<file path="config.mk">
export PLATFORM = sky130hd
export DESIGN_NAME = hall_commut
export DESIGN_NICKNAME = d
export VERILOG_FILES = /design/src/design/hall_commut_pkg.sv /design/src/design/hall_commut.sv
export VERILOG_INCLUDE_DIRS = /design/src /design/src/design
export SDC_FILE = /design/constraint.sdc
export NUM_CORES = 1
export LEC_CHECK = 0
export CAP_MARGIN = 20
export CELL_PAD_IN_SITES_DETAIL_PLACEMENT = 2
export CELL_PAD_IN_SITES_GLOBAL_PLACEMENT = 2
export CORE_MARGIN = 10
export CORE_UTILIZATION = 40
export DETAILED_ROUTE_END_ITERATION = 7
export DONT_BUFFER_PORTS = 1
export HOLD_SLACK_MARGIN = 0.12
export PLACE_DENSITY_LB_ADDON = 0.1
export SYNTH_ARGS = -nofsm -noshare
export SYNTH_HDL_FRONTEND = slang
export SYNTH_SLANG_ARGS = --single-unit
</file>
<file path="constraint.sdc">
create_clock -name i_sys_clk -period 3.15 [get_ports i_sys_clk]
set_input_delay 0.315 -clock i_sys_clk [delete_from_list [all_inputs] [get_ports i_sys_clk]]
set_output_delay 0.315 -clock i_sys_clk [all_outputs]
set_load 0.005 [all_outputs]
</file>
<file path="src/design/hall_commut_cfg.svh">
// constants for the hall commutation predriver: timing counts and code values
// assumes a 200 MHz system clock
`ifndef HALL_COMMUT_CFG_SVH
`define HALL_COMMUT_CFG_SVH
`define CLK_PERIOD_NS      5
`define PWM_CARRIER_BITS   8
`define PWM_FULL_DUTY      8'hff
`define CTL_ZERO_MV        1350
`define CTL_FULL_MV        3000
`define CTL_MV_BITS        12
`define ILIM_MV            250
`define POR_CARRIERS       4
`define LOCK_ON_CARRIERS   2000
`define LOCK_OFF_CARRIERS  30000
`define LOCK_TMR_BITS      16
`endif

</file>
<file path="src/design/hall_commut_pkg.sv">
// types for the hall commutation predriver
// assumes hall_commut_cfg.svh is compiled alongside
package hall_commut_pkg;
  typedef enum logic [3:0] {
    LOCK_POR  = 4'h1,
    LOCK_RUN  = 4'h2,
    LOCK_ON   = 4'h4,
    LOCK_OFF  = 4'h8
  } lock_state_t;
endpackage : hall_commut_pkg

</file>
<file path="src/design/hall_commut.sv">
// hall commutation predriver: hall decode, pwm gating, lock protection
// assumes all inputs synchronous to i_sys_clk; analog thresholds given as digital flags/values
`timescale 1ns/10ps
`default_nettype none
`include "hall_commut_cfg.svh"
module hall_commut
  import hall_commut_pkg::*;
#(
  parameter int unsigned CARRIER_BITS = `PWM_CARRIER_BITS,
  parameter int unsigned LOCK_ON_CNT  = `LOCK_ON_CARRIERS,
  parameter int unsigned LOCK_OFF_CNT = `LOCK_OFF_CARRIERS,
  parameter int unsigned POR_CNT      = `POR_CARRIERS
) (
  input  wire logic                   i_sys_clk,
  input  wire logic                   i_rst,
  input  wire logic [2:0]             i_hall_phase_pos,
  input  wire logic [2:0]             i_hall_phase_neg,
  input  wire logic                   i_reverse,
  input  wire logic                   i_pulse_duty_input,
  input  wire logic                   i_hall_output_select,
  input  wire logic [`CTL_MV_BITS-1:0] i_control_voltage_mv,
  input  wire logic [`CTL_MV_BITS-1:0] i_current_sense_mv,
  input  wire logic                   i_control_supply_low,
  input  wire logic                   i_lock_timing_grounded,
  output logic                        o_phase_a_high_drive,
  output logic                        o_phase_b_high_drive,
  output logic                        o_phase_c_high_drive,
  output logic                        o_phase_a_low_drive,
  output logic                        o_phase_b_low_drive,
  output logic                        o_phase_c_low_drive,
  output logic                        o_hall_pulse_output,
  output logic                        o_hall_pulse_output_oe,
  output logic                        o_lock_status_n,
  output logic                        o_lock_status_oe
);

  // refuse parameter values that the counters cannot serve
  generate
    if (CARRIER_BITS != `PWM_CARRIER_BITS || LOCK_ON_CNT == 0 || LOCK_OFF_CNT == 0
        || LOCK_ON_CNT >= (1 << `LOCK_TMR_BITS) || LOCK_OFF_CNT >= (1 << `LOCK_TMR_BITS)
        || POR_CNT == 0 || POR_CNT >= (1 << `LOCK_TMR_BITS))
    begin : g_bad_param
      $error("hall_commut: unsupported parameter values");
    end
  endgenerate

  // last timer count of each timed phase
  localparam logic [`LOCK_TMR_BITS-1:0] ON_LAST  = `LOCK_TMR_BITS'(LOCK_ON_CNT - 1);
  localparam logic [`LOCK_TMR_BITS-1:0] OFF_LAST = `LOCK_TMR_BITS'(LOCK_OFF_CNT - 1);
  localparam logic [`LOCK_TMR_BITS-1:0] POR_LAST = `LOCK_TMR_BITS'(POR_CNT - 1);
  localparam logic [`LOCK_TMR_BITS-1:0] RUN_LAST = `LOCK_TMR_BITS'(LOCK_ON_CNT - 1);

  // map hall pattern (phase1,phase2,phase3) to {hi_a,hi_b,hi_c,lo_a,lo_b,lo_c}
  function automatic logic [5:0] commut_sel(input logic [2:0] h);
    case (h)
      3'b101:  commut_sel = 6'b010_100;
      3'b100:  commut_sel = 6'b001_100;
      3'b110:  commut_sel = 6'b001_010;
      3'b010:  commut_sel = 6'b100_010;
      3'b011:  commut_sel = 6'b100_001;
      3'b001:  commut_sel = 6'b010_001;
      default: commut_sel = 6'b000_000;
    endcase
  endfunction : commut_sel

  // last timer count of the phase the lock machine is in
  function automatic logic [`LOCK_TMR_BITS-1:0] phase_last(input lock_state_t st);
    case (st)
      LOCK_OFF: phase_last = OFF_LAST;
      LOCK_ON:  phase_last = ON_LAST;
      LOCK_POR: phase_last = POR_LAST;
      default:  phase_last = RUN_LAST;
    endcase
  endfunction : phase_last

  // hall comparators, bit 2 is phase1
  logic [2:0] hall_lvl;
  logic [2:0] hall_fwd;
  logic [5:0] sel;
  genvar gi;
  generate
    for (gi = 0; gi < 3; gi++)
    begin : g_cmp
      assign hall_lvl[2-gi] = i_hall_phase_pos[gi] > i_hall_phase_neg[gi];
    end
  endgenerate
  assign hall_fwd = i_reverse ? ~hall_lvl : hall_lvl;
  assign sel      = commut_sel(hall_fwd);

  // pwm carrier and duty compare state
  logic [CARRIER_BITS-1:0] carrier_q, carrier_d;
  logic [CARRIER_BITS-1:0] duty_q, duty_d;
  logic                    carrier_wrap;
  logic [`CTL_MV_BITS:0]   ctl_span;

  // carrier step and control voltage to duty compare value
  always_comb
  begin
    carrier_d    = carrier_q + 1'b1;
    carrier_wrap = &carrier_q;
    ctl_span     = '0;
    if (i_control_voltage_mv <= `CTL_MV_BITS'(`CTL_ZERO_MV))
      duty_d = '0;
    else if (i_control_voltage_mv >= `CTL_MV_BITS'(`CTL_FULL_MV))
      duty_d = `PWM_FULL_DUTY;
    else
    begin
      ctl_span = {1'b0, i_control_voltage_mv} - (`CTL_MV_BITS+1)'(`CTL_ZERO_MV);
      duty_d   = CARRIER_BITS'((32'(ctl_span) * 255) / (`CTL_FULL_MV - `CTL_ZERO_MV));
    end
  end

  // carrier registers
  always_ff @(posedge i_sys_clk or posedge i_rst)
  begin
    if (i_rst)
    begin
      carrier_q <= '0;
      duty_q    <= '0;
    end
    else
    begin
      carrier_q <= carrier_d;
      duty_q    <= duty_d;
    end
  end

  // full duty keeps the compare on through the whole carrier
  logic pwm_on;
  assign pwm_on = (duty_q == `PWM_FULL_DUTY) || (carrier_q < duty_q);

  // lock protection state
  lock_state_t               lock_st_q, lock_st_d;
  logic [`LOCK_TMR_BITS-1:0] lock_tmr_q, lock_tmr_d;
  logic [2:0]                hall_prev_q, hall_prev_d;
  logic                      hall_rise;
  logic                      locked_q, locked_d;

  // one discharge pulse per hall period: rising edge of phase1
  assign hall_rise = hall_lvl[2] & ~hall_prev_q[2];

  // power-up hold, run watch and locked on/off alternation
  always_comb
  begin
    lock_st_d   = lock_st_q;
    lock_tmr_d  = lock_tmr_q;
    hall_prev_d = hall_lvl;
    locked_d    = locked_q;
    case (lock_st_q)
      LOCK_POR:
      begin
        if (carrier_wrap)
        begin
          if (lock_tmr_q == POR_LAST)
          begin
            lock_st_d  = LOCK_RUN;
            lock_tmr_d = '0;
          end
          else
            lock_tmr_d = lock_tmr_q + 1'b1;
        end
      end
      LOCK_RUN:
      begin
        if (hall_rise || i_lock_timing_grounded)
          lock_tmr_d = '0;
        else if (carrier_wrap)
        begin
          if (lock_tmr_q == RUN_LAST)
          begin
            lock_st_d  = LOCK_OFF;
            lock_tmr_d = '0;
            locked_d   = 1'b1;
          end
          else
            lock_tmr_d = lock_tmr_q + 1'b1;
        end
      end
      LOCK_OFF, LOCK_ON:
      begin
        if (hall_rise || i_lock_timing_grounded)
        begin
          lock_st_d  = LOCK_RUN;
          lock_tmr_d = '0;
          locked_d   = 1'b0;
        end
        else if (carrier_wrap)
        begin
          if (lock_tmr_q == phase_last(lock_st_q))
          begin
            lock_st_d  = (lock_st_q == LOCK_OFF) ? LOCK_ON : LOCK_OFF;
            lock_tmr_d = '0;
          end
          else
            lock_tmr_d = lock_tmr_q + 1'b1;
        end
      end
      default:
      begin
        lock_st_d  = LOCK_POR;
        lock_tmr_d = '0;
      end
    endcase
  end

  // lock protection registers
  always_ff @(posedge i_sys_clk or posedge i_rst)
  begin
    if (i_rst)
    begin
      lock_st_q   <= LOCK_POR;
      lock_tmr_q  <= '0;
      hall_prev_q <= '0;
      locked_q    <= 1'b0;
    end
    else
    begin
      lock_st_q   <= lock_st_d;
      lock_tmr_q  <= lock_tmr_d;
      hall_prev_q <= hall_prev_d;
      locked_q    <= locked_d;
    end
  end

  // output drive next values
  logic       lock_drive_ok;
  logic       ilim;
  logic       hi_gate;
  logic [5:0] drv_q, drv_d;
  logic       hp_q, hp_d;
  logic       hp_oe_q, hp_oe_d;
  logic       rd_q, rd_d;

  assign lock_drive_ok = (lock_st_q == LOCK_RUN) || (lock_st_q == LOCK_ON);
  assign ilim          = i_current_sense_mv > `CTL_MV_BITS'(`ILIM_MV);
  assign hi_gate = pwm_on & ~i_pulse_duty_input & ~ilim & ~i_control_supply_low
                   & lock_drive_ok;

  // gate the high side of the selected pair and pick the hall pulse source
  always_comb
  begin
    drv_d = {sel[5:3] & {3{hi_gate}}, sel[2:0]};
    if (lock_st_q == LOCK_POR)
      drv_d = '0;
    // synthesized: xor of all three halls, single: phase1
    hp_d = i_hall_output_select ? ^hall_lvl : hall_lvl[2];
    hp_oe_d = ~hp_d; // a low level pulls the pin
    rd_d = ~locked_d;
  end

  // output registers
  always_ff @(posedge i_sys_clk or posedge i_rst)
  begin
    if (i_rst)
    begin
      drv_q <= '0;
      hp_q  <= 1'b0;
      hp_oe_q <= 1'b1;
      rd_q  <= 1'b0;
    end
    else
    begin
      drv_q <= drv_d;
      hp_q  <= hp_d;
      hp_oe_q <= hp_oe_d;
      rd_q  <= rd_d;
    end
  end

  // drives come straight from their registers
  assign o_phase_a_high_drive   = drv_q[5];
  assign o_phase_b_high_drive   = drv_q[4];
  assign o_phase_c_high_drive   = drv_q[3];
  assign o_phase_a_low_drive    = drv_q[2];
  assign o_phase_b_low_drive    = drv_q[1];
  assign o_phase_c_low_drive    = drv_q[0];
  // open-collector style: pin pulled low when output level is low
  assign o_hall_pulse_output    = hp_q;
  assign o_hall_pulse_output_oe = hp_oe_q;
  assign o_lock_status_n        = 1'b0;
  assign o_lock_status_oe       = rd_q;

endmodule : hall_commut
`default_nettype wire

</file>
==> reports/metrics.csv, run 1 <==
stage;metric;value;unit
yosys;ys_seq_elements;47;
yosys;synth_area_leaders;dfrtp_1, ha_1, fa_1, xnor2_1, a21oi_1;
yosys;synth_top_area_share;11.4;%
yosys;syn-cell-area;9860;um2
yosys;synth_nets;1396;
run_status;stop_stage;3_5_place_dp;
run_status;outcome;stopped before the end;
floorplanning;die_h;177;um
floorplanning;die_w;177;um
place;dp_hpwl;43.2;mm
yosys;ys_seq_area_share;12.0;%
floorplanning;fp-row-count;57;
floorplanning;pin_count;47;
place;gp_congestion;0.872;
place;io_buffers;0;
yosys;synth_edf_count;0;
yosys;syn_inst;1255;
yosys;synthesis.area_per_instance;7.86;um2
yosys;yosys-top-cells-count;nor2_1, inv_1, nand2_1;
run_status;error;[ERROR DPL-0033] detailed placement checks failed during check placement.;
yosys;yosysUniqueCellTypes;119;
yosys;synth-async-reset-ratio;100;%
yosys;yosys.cell_count.top_type;nor2_1;
yosys;synthFlopType;dfrtp_1;
yosys;yosysWarnings;0;
floorplanning;start_util;40.5;%
yosys;yosys.area.top_type;dfrtp_1;
## logic make-up after synthesis
logic type / Yosys count / synth area share (%)
compound gates: 402 / 31.6
xor+xnor: 102 / 9.14
fa+ha+maj: 109 / 16.4
buf+inv: 134 / 5.62
flops: 47 / 12.0
mux: 14 / 1.50
other cells: 1 / 0.0380
simple gates: 446 / 23.8
## stage by stage
stage                   instance area, um2  instances  TNS [ps]  hold slack, ps
after floorplan                      10100       1255    -58740             457
after global placement               13400       1947    -61510             462
==> run 2, diff against run 1 <==
- CELL_PAD_IN_SITES_DETAIL_PLACEMENT: 2 -> unset
- CELL_PAD_IN_SITES_GLOBAL_PLACEMENT: 2 -> unset
- CORE_UTILIZATION: 40 -> 30
- HOLD_SLACK_MARGIN: 0.12 -> unset
- PLACE_DENSITY_LB_ADDON: 0.1 -> 0.15
==> reports/metrics.csv, run 2 <==
stage;metric;value;unit
yosys;syn_inst;1255;
sta;rsz0062_at_grt;true;
yosys;ys_seq_elements;47;
critical_path;cpMostUsedCell;buf_4;
route;drc;0;
place;placed_cell_area;13600;um2
place;dp.cells;2073;
sta;worstMarginPinSlew;876;ps
final_layout;multi_input_area;9400;um2
critical_path;regToRegSetupSlack;430;ps
clocking;clkSinkCount;47;
global_route;grt_usage;14.7;%
yosys;synthesis.area_per_instance;7.86;um2
sta;slew_violations;0;
route;drtAntennaViolNets;0;
place;gp_congestion;0.857;
place;place_ws;-10600;ps
critical_path;worstPathArrival;13070;ps
clocking;cts_tree;done;
yosys;synth_nets;1396;
yosys;syn-cell-area;9860;um2
critical_path;end_kind;flip-flop;
run_status;violations;negative setup slack;
sta;slew_headroom;41.2;%
critical_path;r2r-end;lock_tmr_q[9];
critical_path;path_max_fanout;7;
place;dp_hpwl;25.6;mm
final_layout;largest_reg_flops;16;
critical_path;worstPathRequired;3310;ps
yosys;yosysUniqueCellTypes;119;
floorplanning;die_h;201;um
route;drt_iter0_markers;503;
final_layout;final_common_cell;buf_4;
sta;holdWs;172;ps
clocking;numCtsBuffers;5;
critical_path;r2r_start;lock_st_q[0];
critical_path;cpLargestDelayFamily;compound AO/OA/AOI/OAI gates;
yosys;synthFlopType;dfrtp_1;
clocking;clockBufferDepth;2;
final_layout;finish.instance_area;15400;um2
yosys;synth-async-reset-ratio;100;%
yosys;yosys.cell_count.top_type;nor2_1;
critical_path;crit_path_top_delay_cell;fa_2;
floorplanning;fp-row-count;66;
floorplanning;coreArea;32500;um2
global_route;antenna_found_initial;0;
critical_path;worstSetupStartpointType;primary input;
yosys;ys_seq_area_share;12.0;%
global_route;grt-ovfl-total;0;
sta;fin_worst_skew;2.54;ps
sta;max_freq;0.0775;GHz
hold_path;worstHoldStart;i_reverse;
yosys;yosysWarnings;0;
yosys;yosys.area.top_type;dfrtp_1;
floorplanning;die_w;201;um
place;io_buffers;0;
run_status;outcome;finished with violations;
route;drt_wl_total;31.4;mm
critical_path;cp-startpoint;i_control_voltage_mv[3];
final_layout;antenna_cells;0;
critical_path;crit_type;primary input to flip-flop;
final_layout;fillers;3161;
final_layout;final_cells;2148;
sta;hold_viol_final;0;
sta;setup_violations;8;
sta;period_share;410;%
floorplanning;start_util;30.4;%
clocking;clk_latency;280;ps
final_layout;syn2layout_area_growth;55.9;%
global_route;grt_pass1_wl;52.7;mm
final_layout;final-seq-area;1180;um2
final_layout;reg.largest.list;lock_tmr_q: 16 flops, carrier_q: 8 flops, duty_q: 8 flops;
yosys;synth_area_leaders;dfrtp_1, ha_1, fa_1, xnor2_1, a21oi_1;
global_route;grt_max_degree;48;
sta;fin_crit;12910;ps
hold_path;min-delay-path-class;primary input to flip-flop;
global_route;grt_pass1_vias;10800;
clocking;h-tree-depth;2;
critical_path;crit_path_end;duty_q[0];
sta;finalWorstSetupSlack;-9760;ps
yosys;synth_top_area_share;11.4;%
final_layout;num-nets-final;1846;
final_layout;layout-drive-gt1-share;43.8;%
clocking;path_clk_slew;60;ps
route;drtPass1Iterations;5;
floorplanning;die_area;40500;um2
final_layout;final_cell_mix;buf_4, inv_1, nor2_1, nand2_1;
yosys;synth_edf_count;0;
critical_path;reg2regPathDepth;9;
critical_path;crit_cells;60;
critical_path;cpPeakStageDelay;540;ps
yosys;yosys-top-cells-count;nor2_1, inv_1, nand2_1;
critical_path;path_buf_inv;10;
floorplanning;pin_count;47;
route;avgViaCountPerCell;5.07;
final_layout;top_register;lock_tmr_q;
route;vias;10900;
route;wl_per_cell;14.6;um
clocking;clockRootBuffer;clkbuf_16;
run;maxCapViolations;0;
-- run 2: how the worst min path moves through the flow --
stage,end,slack [ps],depth (start not counted)
after floorplan,carrier_q[0],460,1
after detailed placement,drv_q[3],470,1
after global routing,drv_q[0],180,2
after CTS,drv_q[3],170,1
after global placement,drv_q[2],470,2
final,drv_q[0],170,2
-- run 2: through the flow --
stage,util [%],setup TNS (ps)
floorplan,-,-58740
global placement,41.8,-62330
detailed placement,41.8,-62960
CTS,44.7,-56950
global route,47.4,-61010
finish,47.4,-57230
-- run 2: area by class of cell --
type | instances | area share, %
inverters | 96 | 2.34
repair buffers | 481 | 24.2
multi-input cells | 1074 | 61.1
well taps | 442 | 3.60
clock buffers | 8 | 1.02
flip-flops and latches | 47 | 7.67
-- run 2: cell families after synthesis --
family | after synthesis | share of synthesized area, %
and+or+nand+nor | 446 | 23.8
AOI/OAI and AO/OA | 402 | 31.6
buffers and inverters | 134 | 5.62
adders and majority gates | 109 | 16.4
xor gates and xnor gates | 102 | 9.14
DFF | 47 | 12.0
muxes | 14 | 1.50
other | 1 | 0.0380
-- run 2: worst reg2reg max path: cells and delay by family (launching register included) --
| kind | cells | cell delay (ps) |
|---|---|---|
| DFF | 1 | 570 |
| buffers and inverters | 1 | 220 |
| AOI/OAI and AO/OA | 3 | 790 |
| and+or+nand+nor | 5 | 1010 |
-- run 2: routing by layer --
metal	vias up	wire length, um	global-route usage, %
met4	0	185	1.69
met1	5194	14900	19.7
li1	5552	-	-
met3	14	664	0.900
met2	130	15600	26.2
met5	-	0	0
-- run 2: what timing repair did --
item / 4_1_cts / 5_1_grt
hold buffers: 0 / 1
endpoints found under the setup margin: 8 / 9
hold endpoints to repair: 0 / 4
resized for setup: 105 / 112
pin swaps: 44 / 64
setup buffers: 31 / 37
Power of run 2 is not shown: default switching activity piles up to over one toggle a cycle in this logic, so the estimate is an artifact.
==> run 3, diff against run 2 <==
- PLACE_DENSITY: unset -> 0.45
- PLACE_DENSITY_LB_ADDON: 0.15 -> unset
==> reports/metrics.csv, run 3 (synthesis results as in run 2) <==
stage;metric;value;unit
hold_path;hold_end;drv_q[0];
global_route;grt-ovfl-total;0;
route;drtPass1Iterations;5;
clocking;clockRootBuffer;clkbuf_16;
final_layout;layout-drive-gt1-share;43.4;%
sta;rsz0062_at_grt;true;
clocking;clk_latency;290;ps
critical_path;worstPathRequired;3310;ps
final_layout;largest_reg_flops;16;
floorplanning;start_util;30.4;%
place;gp_congestion;0.874;
place;dp_hpwl;25.7;mm
critical_path;path_max_fanout;7;
sta;hold_viol_final;0;
final_layout;syn2layout_area_growth;55.5;%
clocking;clockBufferDepth;2;
run_status;violations;negative setup slack;
floorplanning;fp-row-count;66;
critical_path;cpMostUsedCell;buf_4;
route;drt_wl_total;31.6;mm
global_route;grt_pass1_vias;10900;
final_layout;final_cell_mix;buf_4, inv_1, nor2_1, nand2_1, a21oi_1;
global_route;grt_max_degree;48;
final_layout;final_util;47.2;%
place;place_ws;-10550;ps
final_layout;finish.instance_area;15300;um2
place;placed_cell_area;13500;um2
hold_path;hold_depth;2;
clocking;path_clk_slew;60;ps
critical_path;cp-startpoint;i_control_voltage_mv[4];
sta;worstMarginPinSlew;1040;ps
floorplanning;pin_count;47;
global_route;grt_usage;14.8;%
final_layout;num-nets-final;1838;
clocking;numCtsBuffers;5;
critical_path;regToRegSetupSlack;300;ps
final_layout;top_register;lock_tmr_q;
hold_path;worstHoldStart;i_reverse;
route;avgViaCountPerCell;5.08;
route;vias;10900;
floorplanning;coreArea;32500;um2
critical_path;cpPeakStageDelay;570;ps
critical_path;reg2regPathDepth;9;
route;drtAntennaViolNets;0;
floorplanning;die_h;201;um
run;maxCapViolations;0;
sta;max_freq;0.0764;GHz
route;drc;0;
final_layout;antenna_cells;0;
sta;holdWs;166;ps
hold_path;min-delay-path-class;primary input to flip-flop;
sta;fin_worst_skew;5.70;ps
sta;period_share;415;%
clocking;clkSinkCount;47;
sta;slew_headroom;30.2;%
floorplanning;die_area;40500;um2
route;drt_iter0_markers;340;
sta;fin_crit;13080;ps
final_layout;reg.largest.list;lock_tmr_q: 16 flops, carrier_q: 8 flops, duty_q: 8 flops;
critical_path;r2r_start;lock_tmr_q[0];
clocking;h-tree-depth;2;
critical_path;worstPathArrival;13240;ps
run_status;outcome;finished with violations;
sta;finalWorstSetupSlack;-9930;ps
floorplanning;die_w;201;um
route;wl_per_cell;14.7;um
final_layout;final_common_cell;buf_4;
critical_path;crit_type;primary input to flip-flop;
global_route;antenna_found_initial;0;
place;io_buffers;0;
sta;setup_violations;8;
sta;slew_violations;0;
global_route;grt_pass1_wl;52.6;mm
critical_path;r2r-end;lock_st_q[3];
clocking;cts_tree;done;
critical_path;crit_path_top_delay_cell;or4_4;
critical_path;end_kind;flip-flop;
critical_path;worstSetupStartpointType;primary input;
==> run 3: layout make-up <==
cell class | instances | area (um2)
tap | 442 | 553
clock buffer | 6 | 129
timing repair buffer | 473 | 3680
inverter | 96 | 363
clock inverter | 2 | 12.5
sequential | 47 | 1180
fill | 3176 | 17100
multi-input combinational | 1074 | 9420
==> run 3: repair_timing <==
action                                  4_1_cts  5_1_grt
hold endpoints to repair                      0        4
hold buffers                                  0        1
gates resized for setup                     116       93
pin swaps                                    74       62
endpoints found under the setup margin        8        8
setup buffers                                39       31
==> run 3: metal layers <==
metal | track usage [%] | share of wire, % | routed length, um | up-vias
met4 | 1.42 | 0.73 | 229 | 0
met1 | 19.4 | 47 | 15000 | 5220
met5 | 0 | 0 | 0 | -
li1 | - | - | - | 5533
met2 | 26.8 | 50 | 15800 | 105
met3 | 1.06 | 1.7 | 533 | 21
==> run 3: per-stage QoR <==
| step | instances | TNS (ps) |
|---|---|---|
| 2_1_floorplan | 1255 | -58740 |
| 3_3_place_gp | 2063 | -62950 |
| 3_5_place_dp | 2063 | -62830 |
| 4_1_cts | 2109 | -57130 |
| 5_1_grt | 2140 | -61290 |
| 6_report | 2140 | -57780 |
==> run 3: critical path, delay by kind of cell <==
| kind | cells | cell delay, ps |
|---|---|---|
| fa+ha+maj | 5 | 1990 |
| mux | 1 | 320 |
| compound gates | 29 | 6540 |
| buf+inv | 7 | 1010 |
| simple gates | 10 | 2760 |
| xor+xnor | 2 | 290 |
==> run 3: worst max path at each step <==
stage                            to  slack [ps]  depth (start not counted)
after floorplan           duty_q[0]      -10110                         55
after global placement    duty_q[0]      -10570                         54
after detailed placement  duty_q[0]      -10550                         54
after CTS                 duty_q[0]       -9860                         54
after global routing      duty_q[0]      -10520                         57
final                     duty_q[0]       -9930                         54
Power of run 3 is left out for the same reason.
